==> src/sfp_params.svh <==
`ifndef SFP_PARAMS_SVH
`define SFP_PARAMS_SVH

// command codes
`define SFP_CMD_WRITE_ENABLE_CMD_CODE 8'h06
`define SFP_CMD_WRITE_DISABLE_CMD_CODE 8'h04
`define SFP_CMD_RDSR_CODE 8'h05
`define SFP_CMD_STATUS_WRITE_CMD_CODE 8'h01
`define SFP_CMD_PAGE_CODE 8'h02
`define SFP_CMD_SECT_CODE 8'h20
`define SFP_CMD_BLK1_CODE 8'hd8
`define SFP_CMD_BLK2_CODE 8'h52
`define SFP_CMD_CHIP1_CODE 8'hc7
`define SFP_CMD_CHIP2_CODE 8'h60
`define SFP_CMD_SLEEP_CODE 8'hb9
`define SFP_CMD_WAKE_CODE 8'hab
`define SFP_CMD_OTP_CODE 8'h3a

// status byte field positions
`define SFP_ST_WIP 0
`define SFP_ST_WEL 1
`define SFP_ST_BP_LO 2
`define SFP_ST_BP_HI 4
`define SFP_ST_LOCK 7
`define SFP_STATUS_RESET 8'h00

// page and array
`define SFP_PAGE_BYTES 256
`define SFP_ADDR_BITS 24
`define SFP_PROT_HALF 24'h040000
`define SFP_PROT_QUARTER 24'h060000
`define SFP_PROT_EIGHTH 24'h070000

// cycle times, in microseconds, and the clock rate
`define SFP_CLK_MHZ 50
`define SFP_T_STATUS_US 10
`define SFP_T_PAGE_US 1500
`define SFP_T_SECT_US 150000
`define SFP_T_BLOCK_US 800000
`define SFP_T_CHIP_US 5000000
`define SFP_CYC(us) ((us) * `SFP_CLK_MHZ)

`endif

==> src/sfp_pkg.sv <==
package sfp_pkg;

  typedef enum logic [2:0] {
    SFP_OP_NONE   = 3'b000,
    SFP_OP_STATUS = 3'b001,
    SFP_OP_PAGE   = 3'b010,
    SFP_OP_SECT   = 3'b011,
    SFP_OP_BLOCK  = 3'b100,
    SFP_OP_CHIP   = 3'b101
  } sfp_op_type;

  typedef enum logic [1:0] {
    SFP_PW_STANDBY = 2'b00,
    SFP_PW_ACTIVE  = 2'b01,
    SFP_PW_SLEEP   = 2'b10
  } sfp_power_type;

endpackage

==> src/sfp_sync.sv <==
`timescale 1ns/1ps
// two-flop synchroniser for one pin
module sfp_sync (
  // clock
  input wire logic clk_i,
  input wire logic rst_i,
  input wire logic ce_i,
  // pin
  input wire logic pin_i,
  input wire logic reset_val_i,
  output logic sync_o
);

  typedef struct packed {
    logic meta;
    logic sync;
  } sfp_sync_state_type;

  sfp_sync_state_type state, next_state;

  always_comb begin
    next_state = state;
    next_state.meta = pin_i;
    next_state.sync = state.meta;
  end

  always_ff @(posedge clk_i) begin
    if (rst_i) begin
      state <= '0;
    end else if (ce_i) begin
      state <= next_state;
    end
  end

  assign sync_o = state.sync ^ reset_val_i;

endmodule

==> src/sfp_page_buf.sv <==
`timescale 1ns/1ps
`include "sfp_params.svh"
// page latch for one program operation; registered read port
module sfp_page_buf (
  // clock
  input wire logic clk_i,
  input wire logic ce_i,
  // write port
  input wire logic wr_en_i,
  input wire logic [7:0] wr_addr_i,
  input wire logic [7:0] wr_data_i,
  // read port
  input wire logic [7:0] rd_addr_i,
  output logic [7:0] rd_data_o
);

  logic [7:0] mem [0:`SFP_PAGE_BYTES-1];

  always_ff @(posedge clk_i) begin
    if (ce_i) begin
      if (wr_en_i) begin
        mem[wr_addr_i] <= wr_data_i;
      end
      rd_data_o <= mem[rd_addr_i];
    end
  end

endmodule

==> src/sfp_ctrl.sv <==
`timescale 1ns/1ps
`include "sfp_params.svh"

//////////////////////////////////////////////////////////////////////////////
// Notes on behaviour
// - works with bus clock modes 0 and 3
// - sample input on rise, drive on fall
// - page program at most 256 bytes, wraps
// - write enable then page program sequence
// - erases fill sector, block or array
// - busy bit set during every internal cycle
// - standby only after internal cycle ends
// - deep sleep ignores all but wake; status read still answered
// - modifying commands need write enable latch
// - latch cleared at reset and completions
// - write commands need whole byte count
// - protect bits choose read-only region
// - hardware mode freezes lock and protect
// - otp lock guards otp sector once
// - otp status write only sets lock
// - hold pauses link, internal cycle continues
// - hold starts with clock low
// - hold ends with clock low
// - hold floats output, ignores clock, input
// - deselect in hold resets interface
// - write enable command sets latch
// - write disable clears latch and otp mode
// - busy device ignores array accesses
// - all bytes travel msb first
module sfp_ctrl
  import sfp_pkg::*;
#(
  parameter int unsigned T_STATUS_CYC = `SFP_CYC(`SFP_T_STATUS_US),
  parameter int unsigned T_PAGE_CYC = `SFP_CYC(`SFP_T_PAGE_US),
  parameter int unsigned T_SECT_CYC = `SFP_CYC(`SFP_T_SECT_US),
  parameter int unsigned T_BLOCK_CYC = `SFP_CYC(`SFP_T_BLOCK_US),
  parameter int unsigned T_CHIP_CYC = `SFP_CYC(`SFP_T_CHIP_US)
) (
  // clock and reset
  input wire logic clk_i,
  input wire logic rst_i,
  input wire logic ce_i,
  // serial pins
  input wire logic sclk_i,
  input wire logic cs_n_i,
  input wire logic sdi_i,
  output logic sdo_o,
  output logic sdo_oe_o,
  input wire logic hold_n_i,
  input wire logic wp_n_i,
  // array port
  output logic arr_start_o,
  output sfp_op_type arr_op_o,
  output logic [23:0] arr_addr_o,
  output logic arr_otp_o,
  output logic [7:0] arr_len_o,
  input wire logic [7:0] arr_rd_addr_i,
  output logic [7:0] arr_data_o,
  // status
  output logic [7:0] status_o,
  output sfp_power_type power_o,
  output logic otp_mode_o
);

  //////////////////////////////////////////////////////////////////////////
  // pin synchronisers

  logic sclk_s, cs_n_s, sdi_s, hold_n_s, wp_n_s;

  sfp_sync u_sync_sclk (.clk_i(clk_i), .rst_i(rst_i), .ce_i(ce_i),
    .pin_i(sclk_i), .reset_val_i(1'b0), .sync_o(sclk_s));
  // inverted pins rest at 1 during reset
  sfp_sync u_sync_cs (.clk_i(clk_i), .rst_i(rst_i), .ce_i(ce_i),
    .pin_i(~cs_n_i), .reset_val_i(1'b1), .sync_o(cs_n_s));
  sfp_sync u_sync_sdi (.clk_i(clk_i), .rst_i(rst_i), .ce_i(ce_i),
    .pin_i(sdi_i), .reset_val_i(1'b0), .sync_o(sdi_s));
  sfp_sync u_sync_hold (.clk_i(clk_i), .rst_i(rst_i), .ce_i(ce_i),
    .pin_i(~hold_n_i), .reset_val_i(1'b1), .sync_o(hold_n_s));
  sfp_sync u_sync_wp (.clk_i(clk_i), .rst_i(rst_i), .ce_i(ce_i),
    .pin_i(~wp_n_i), .reset_val_i(1'b1), .sync_o(wp_n_s));

  //////////////////////////////////////////////////////////////////////////
  // state

  typedef struct packed {
    logic sclk_q;
    logic hold_q;
    logic in_hold;
    logic hold_dead;
    logic [7:0] shift;
    logic [12:0] bits;
    logic [7:0] cmd;
    logic [23:0] addr;
    logic [8:0] data_cnt;
    logic [7:0] pg_ptr;
    logic [7:0] out_sh;
    logic out_en;
    logic sdo;
    logic write_in_progress_flag;
    logic write_enable_latch;
    logic [2:0] bp;
    logic lock;
    logic otp_lock;
    logic otp_mode;
    logic sleep;
    logic [7:0] wr_stat;
    sfp_op_type op;
    // wide enough for a full-array wipe at the system clock rate
    logic [27:0] timer;
    logic start;
    logic [23:0] op_addr;
    logic [7:0] op_len;
    logic op_otp;
  } sfp_state_type;

  sfp_state_type s, n;

  // region locked by protect bits
  function automatic logic region_locked(input logic [2:0] bp,
                                         input logic [23:0] a);
    logic r;
    r = 1'b0;
    unique case (bp)
      3'b000: r = 1'b0;
      3'b001: r = (a >= `SFP_PROT_EIGHTH);
      3'b010: r = (a >= `SFP_PROT_QUARTER);
      3'b011: r = (a >= `SFP_PROT_HALF);
      default: r = 1'b1;
    endcase
    return r;
  endfunction

  function automatic logic [27:0] cyc(input int unsigned c);
    return 28'(c);
  endfunction

  logic sclk_rise, sclk_fall, sel, hw_mode, pg_wr;
  logic [7:0] byte_in;

  assign sel = ~cs_n_s;
  assign sclk_rise = sclk_s & ~s.sclk_q;
  assign sclk_fall = ~sclk_s & s.sclk_q;
  assign hw_mode = s.lock & ~wp_n_s;
  assign byte_in = {s.shift[6:0], sdi_s};
  assign pg_wr = sel & ~s.in_hold & sclk_rise & (s.bits[2:0] == 3'd7)
    & (s.cmd == `SFP_CMD_PAGE_CODE) & (s.bits >= 13'd31)
    & ~s.write_in_progress_flag & ~s.sleep;

  //////////////////////////////////////////////////////////////////////////
  // next state

  always_comb begin
    logic byte_done, whole, ok_addr, ok_sel;
    n = s;
    n.start = 1'b0;
    n.sclk_q = sclk_s;
    n.hold_q = hold_n_s;
    byte_done = 1'b0;
    whole = (s.bits[2:0] == 3'd0) && (s.bits != 13'd0);
    ok_addr = 1'b0;
    ok_sel = 1'b0;

    // internal cycle keeps running regardless of hold or select
    if (s.write_in_progress_flag) begin
      if (s.timer != 28'd0) begin
        n.timer = s.timer - 28'd1;
      end else begin
        n.write_in_progress_flag = 1'b0;
        n.write_enable_latch = 1'b0;
        if (s.op == SFP_OP_STATUS) begin
          if (s.otp_mode) begin
            n.otp_lock = 1'b1;
          end else if (!hw_mode) begin
            n.bp = s.wr_stat[`SFP_ST_BP_HI:`SFP_ST_BP_LO];
            n.lock = s.wr_stat[`SFP_ST_LOCK];
          end
        end else begin
          n.start = 1'b1;
        end
      end
    end

    if (!sel) begin
      // hold state and shifter cleared on deselect
      if (s.sclk_q == 1'b0 || s.hold_dead == 1'b0) begin
        n.in_hold = 1'b0;
      end
      n.hold_dead = s.in_hold;
      n.out_en = 1'b0;
      n.bits = '0;
      n.data_cnt = '0;
      if (s.bits != 13'd0 && !s.in_hold && whole) begin
        ok_sel = 1'b1;
      end
      if (s.hold_dead) begin
        n.hold_dead = ~hold_n_s;
      end
    end else if (s.hold_dead) begin
      n.hold_dead = ~hold_n_s;
      n.out_en = 1'b0;
    end else begin
      // hold enters and leaves only with clock low
      if (!sclk_s) begin
        n.in_hold = ~hold_n_s;
      end
      // enable kept through hold; sdo_oe_o masks it so output resumes
      if (!s.in_hold) begin
        if (sclk_rise) begin
          n.shift = byte_in;
          n.bits = s.bits + 13'd1;
          if (s.bits[2:0] == 3'd7) begin
            byte_done = 1'b1;
          end
        end
        if (sclk_fall) begin
          n.sdo = s.out_sh[7];
          n.out_sh = {s.out_sh[6:0], s.out_sh[7]};
          n.out_en = (s.cmd == `SFP_CMD_RDSR_CODE) && (s.bits >= 13'd8);
        end
      end
    end

    if (byte_done) begin
      if (s.bits[12:3] == 10'd0) begin
        n.cmd = byte_in;
        if (byte_in == `SFP_CMD_RDSR_CODE) begin
          n.out_sh = status_o;
        end
      end else if (s.bits[12:3] <= 10'd3) begin
        n.addr = {s.addr[15:0], byte_in};
        if (s.cmd == `SFP_CMD_STATUS_WRITE_CMD_CODE && s.bits[12:3] == 10'd1) begin
          n.wr_stat = byte_in;
        end
      end else if (s.cmd == `SFP_CMD_PAGE_CODE) begin
        // bytes past the page end wrap inside it
        n.pg_ptr = s.pg_ptr + 8'd1;
        if (s.data_cnt != 9'(`SFP_PAGE_BYTES)) begin
          n.data_cnt = s.data_cnt + 9'd1;
        end
      end
      if (s.bits[12:3] == 10'd3) begin
        n.pg_ptr = byte_in;
      end
      if (s.cmd == `SFP_CMD_RDSR_CODE) begin
        n.out_sh = status_o;
      end
    end

    // command executes on deselect at a byte boundary
    if (ok_sel) begin
      ok_addr = s.otp_mode ? ~s.otp_lock : ~region_locked(s.bp, s.addr);
      if (s.sleep) begin
        if (s.cmd == `SFP_CMD_WAKE_CODE) begin
          n.sleep = 1'b0;
        end
      end else if (!s.write_in_progress_flag) begin
        unique case (s.cmd)
          `SFP_CMD_WRITE_ENABLE_CMD_CODE: n.write_enable_latch = 1'b1;
          `SFP_CMD_WRITE_DISABLE_CMD_CODE: begin
            n.write_enable_latch = 1'b0;
            n.otp_mode = 1'b0;
          end
          `SFP_CMD_OTP_CODE: n.otp_mode = 1'b1;
          `SFP_CMD_SLEEP_CODE: n.sleep = 1'b1;
          `SFP_CMD_STATUS_WRITE_CMD_CODE: begin
            if (s.write_enable_latch && s.bits == 13'd16 && !(hw_mode && !s.otp_mode)) begin
              n.write_in_progress_flag = 1'b1;
              n.op = SFP_OP_STATUS;
              n.timer = cyc(T_STATUS_CYC);
            end
          end
          `SFP_CMD_PAGE_CODE: begin
            if (s.write_enable_latch && s.bits >= 13'd40 && ok_addr) begin
              n.write_in_progress_flag = 1'b1;
              n.op = SFP_OP_PAGE;
              n.timer = cyc(T_PAGE_CYC);
              n.op_addr = {s.addr[23:8], 8'h00};
              n.op_len = 8'(s.data_cnt - 9'd1);
            end
          end
          `SFP_CMD_SECT_CODE: begin
            if (s.write_enable_latch && s.bits == 13'd32 && ok_addr) begin
              n.write_in_progress_flag = 1'b1;
              n.op = SFP_OP_SECT;
              n.timer = cyc(T_SECT_CYC);
              n.op_addr = {s.addr[23:12], 12'h000};
            end
          end
          `SFP_CMD_BLK1_CODE, `SFP_CMD_BLK2_CODE: begin
            if (s.write_enable_latch && s.bits == 13'd32 && ok_addr) begin
              n.write_in_progress_flag = 1'b1;
              n.op = SFP_OP_BLOCK;
              n.timer = cyc(T_BLOCK_CYC);
              n.op_addr = {s.addr[23:16], 16'h0000};
            end
          end
          `SFP_CMD_CHIP1_CODE, `SFP_CMD_CHIP2_CODE: begin
            if (s.write_enable_latch && s.bits == 13'd8 && s.bp == 3'b000) begin
              n.write_in_progress_flag = 1'b1;
              n.op = SFP_OP_CHIP;
              n.timer = cyc(T_CHIP_CYC);
              n.op_addr = '0;
            end
          end
          default: n.cmd = s.cmd;
        endcase
      end
      n.op_otp = s.otp_mode;
    end
  end

  always_ff @(posedge clk_i) begin
    if (rst_i) begin
      s <= '0;
    end else if (ce_i) begin
      s <= n;
    end
  end

  //////////////////////////////////////////////////////////////////////////
  // outputs

  sfp_page_buf u_page (
    .clk_i(clk_i),
    .ce_i(ce_i),
    .wr_en_i(pg_wr),
    .wr_addr_i(s.pg_ptr),
    .wr_data_i(byte_in),
    .rd_addr_i(arr_rd_addr_i),
    .rd_data_o(arr_data_o)
  );

  always_comb begin
    status_o = `SFP_STATUS_RESET;
    status_o[`SFP_ST_WIP] = s.write_in_progress_flag;
    status_o[`SFP_ST_WEL] = s.write_enable_latch;
    status_o[`SFP_ST_BP_HI:`SFP_ST_BP_LO] = s.bp;
    status_o[`SFP_ST_LOCK] = s.otp_mode ? s.otp_lock : s.lock;
  end

  // standby waits for internal cycle to finish
  always_comb begin
    if (s.sleep) begin
      power_o = SFP_PW_SLEEP;
    end else if (sel || s.write_in_progress_flag) begin
      power_o = SFP_PW_ACTIVE;
    end else begin
      power_o = SFP_PW_STANDBY;
    end
  end

  assign sdo_o = s.sdo;
  assign sdo_oe_o = s.out_en & sel & ~s.in_hold;
  assign arr_start_o = s.start;
  assign arr_op_o = s.op;
  assign arr_addr_o = s.op_addr;
  assign arr_otp_o = s.op_otp;
  assign arr_len_o = s.op_len;
  assign otp_mode_o = s.otp_mode;

endmodule

==> config.mk <==
export PLATFORM = sky130hd
export DESIGN_NAME = sfp_ctrl
export DESIGN_NICKNAME = d
export VERILOG_FILES = /design/src/sfp_pkg.sv /design/src/sfp_sync.sv /design/src/sfp_page_buf.sv /design/src/sfp_ctrl.sv
export VERILOG_INCLUDE_DIRS = /design/src /design/src/src
export SDC_FILE = /design/constraint.sdc
export NUM_CORES = 2
export LEC_CHECK = 0
export ABC_AREA = 1
export BUFFER_PORTS_ARGS = -buffer_cell sky130_fd_sc_hd__buf_2
export CORE_MARGIN = 2
export CORE_UTILIZATION = 45
export CTS_CLUSTER_DIAMETER = 120
export DETAILED_ROUTE_END_ITERATION = 7
export HOLD_SLACK_MARGIN = 0.12
export PLACE_DENSITY = 0.6
export SYNTH_ARGS = -nofsm -noshare
export SYNTH_HDL_FRONTEND = slang
export SYNTH_HIERARCHICAL = 1
export SYNTH_SLANG_ARGS = --single-unit
export TNS_END_PERCENT = 1
==> constraint.sdc <==
create_clock -name clk_i -period 20.9 [get_ports clk_i]
set_input_delay 3.135 -clock clk_i [delete_from_list [all_inputs] [get_ports clk_i]]
set_output_delay 3.135 -clock clk_i [all_outputs]
set_load 0.005 [all_outputs]
==> metrics.cfg <==
[timing]
report.final.slew_viol_count = 0
hold_slack_ps = 455.6
final.period_utilization_pct = 33.52
worst_slew_pin_slew_ps = 1405
setup_ws_ps = 13890
setup_viol = 0
rsz0062_at_grt = false
final_hold_viol_count = 0
slew-limit-headroom_pct = 6.323
fin_tns_setup_ps = 0
fin_skew_ps = 86.89
fin_crit_ps = 7005
fmax_mhz = 142.7

[setup_path]
worst_path_most_repeated_cell = nand3_1
crit_type = primary input to flip-flop
cp-end-kind = flip-flop
cp.arrival_ps = 7640
worst_path_max_delay_cell = buf_4
path_max_fanout = 149
cp_cell_sequence = buf_8 > inv_8 > buf_4 > buf_4 > nand3_1 > nand3_1 > nand3_1 > nand3_1 > nand3_1 > nand3_1 > nand2_1 > nand2_1 > nand2_1
critPathLaunchType = primary input
r2r_slack_ps = 15950
cp.required_ps = 21530
slowest_delay_ps = 810

[synthesis]
synth.cell_area_sq_um = 93150
synth_seq_area_share_pct = 69.76
ys_top_cells_by_count = nand2_1 (2,354), nand3_1 (2,111), edfxtp_1 (2,056)
synth_edf_count = 2056
synth.area.top_cells = edfxtp_1 (66%), nand3_1 (11%), nand2_1 (9.5%), dfxtp_1 (3.5%), nor2_1 (2.0%)
post-synth-top-count-cell = nand2_1
syn_avg_cell_area_sq_um = 11.03
async_flop_share_pct = 0
ys_types = 51
ys_ff_latch = 2218
synth_cells = 8441
yosysWarnings = 6
yosysTopAreaCellShare_pct = 66.28
synthFlopType = edfxtp_1
yosys.area.top_type = edfxtp_1

[final_layout]
nets = 8273
finalInstanceArea_sq_um = 101800
syn_to_final_growth_pct = 9.319
drive_gt1_share_pct = 6.501
fin_cells = 11140

[clock_tree]
clockBufferDepth = 3
htree_levels = 4
numCtsBuffers = 224
cts.clk_slew.worst_paths_ps = 60
clock_latency_ps = 910
clock-sinks = 2218
holdBufCountCts = 0
postCtsSetupRepairBufs = 0
post_cts_resized = 0
root_buffer = clkbuf_16
cts_tree = built

[routing]
drt_iter0_drc = 8006
vias = 63760
drt_wl_total_mm = 264.0
drc_errors = 0
vias_per_cell = 5.725
drt_first_pass_iters = 6
avgRoutedWirePerCell_um = 23.70
ant_nets = 0

[floorplanning]
die-area_sq_um = 210600
die_w_um = 459.0
coreArea_sq_um = 206400
io_pins = 74
start_util_pct = 45.12
rows = 167
die_h_um = 459.0

[place]
place_ws_ps = 13170
dp.cells = 10730
io_buffers = 63
dpl_cell_area_sq_um = 94680
routabilityCongestion = 0.8809
dp_hpwl_mm = 148.3

[run_status]
status = completed

[power_and_ir_drop]
leakage_nw = 36.36
p_per_area_nw_per_um2 = 92.22
peakVddDrop_mv = 0.09164

[global_routing]
grt_use_total_pct = 24.52
grt_max_degree = 252
grt_pass1_wl_mm = 391.1
antenna_found_initial = 10
globalRoute.totalOverflow = 0
grt_pass1_vias = 59780

[flow_run]
cap_violations = 0

[hold_path]
hold_path_class = flip-flop to flip-flop

-- where the power goes --
| part | internal [W] | leakage (nW) | switching, W |
|---|---|---|---|
| Sequential | 0.00488 | 20.2 | 0.0000255 |
| Clock | 0.00220 | 3.49 | 0.00172 |
| Combinational | 0.000127 | 12.6 | 0.000435 |
-- state kept, by name (all words and copies together), names as in the netlist, 3 cells and up --
signal            cells
u_page/rd_data_o      8
arr_addr_o           16
arr_op_o              3
arr_len_o             8
status_o              5
byte_in               7
s                   109
u_page/mem         2048
-- layer usage --
layer / global-route usage [%] / share of wire [%] / vias up
met5: 0 / 0.010 / -
li1: - / - / 29130
met1: 35.29 / 43 / 31380
met4: 8.664 / 3.5 / 4
met3: 4.056 / 8.4 / 441
met2: 37.71 / 46 / 2806
-- worst max-delay path, delay by kind of cell --
| kind | cells | cell delay, ps |
|---|---|---|
| and+or+nand+nor | 9 | 1660 |
| buffers and inverters | 4 | 2480 |
-- final cells by class --
class / count / area [sq um]
fill: 18270 / 104600
timing repair buffer: 143 / 1091
clock buffer: 278 / 5849
multi-input combinational: 5415 / 24230
clock inverter: 129 / 1287
sequential: 2218 / 65010
antenna: 2 / 5.005
inverter: 247 / 968.4
tap: 2704 / 3383
-- metrics by stage --
stage / utilization [%] / power, W
after global routing: 49.32 / 0.009662
final: 49.32 / 0.009390
after global placement: 45.86 / 0.005556
after CTS: 49.32 / 0.009442
after detailed placement: 45.86 / 0.005560
after floorplan: - / 0.005369
-- worst paths after layout --
kind	start	to	cells past startpoint
max	arr_rd_addr_i[1]	u_page/rd_data_o[0]$_DFFE_PP_	13
min	arr_addr_o[8]$_SDFFE_PP0P_	arr_addr_o[8]$_SDFFE_PP0P_	2
max reg2reg	s[142]$_SDFFE_PP0P_	u_page/mem[55][5]$_DFFE_PP_	11
min reg2reg	arr_addr_o[8]$_SDFFE_PP0P_	arr_addr_o[8]$_SDFFE_PP0P_	2
-- cells by family (layout without fill, tap and decap cells) --
kind of cell	after synthesis	in the layout	share of synthesized area, %
and+or+nand+nor	5050	5050	23.57
DFF	2218	2218	69.76
buffers and inverters	821	797	4.319
AOI/OAI and AO/OA	306	306	1.885
xor gates and xnor gates	32	32	0.3009
adders and majority gates	8	8	0.1075
muxes	4	4	0.04835
other	2	17	0.008063
-- cell usage in the layout (no fill, tap or decap), types with 5 or more instances in the layout --
cell,count
nor2_1,491
o21ai_0,101
o21ai_1,8
o211ai_1,17
xor2_1,29
dfxtp_4,7
edfxtp_1,2056
buf_12,11
bufinv_16,17
nand4_1,22
dfxtp_1,155
nand2_2,18
a21oi_1,103
clkbuf_1,51
nor2_2,7
buf_2,57
nand2_4,5
buf_4,72
a211oi_1,36
ha_1,8
clkinv_16,6
a31oi_1,11
clkinv_1,44
o21bai_1,10
inv_16,5
inv_1,218
conb_1,15
inv_2,21
clkinv_2,46
clkbuf_16,225
nand3_1,2110
nand2_1,2346
nor3_1,25
No activity file was read; power rests on OpenSTA's default activity.
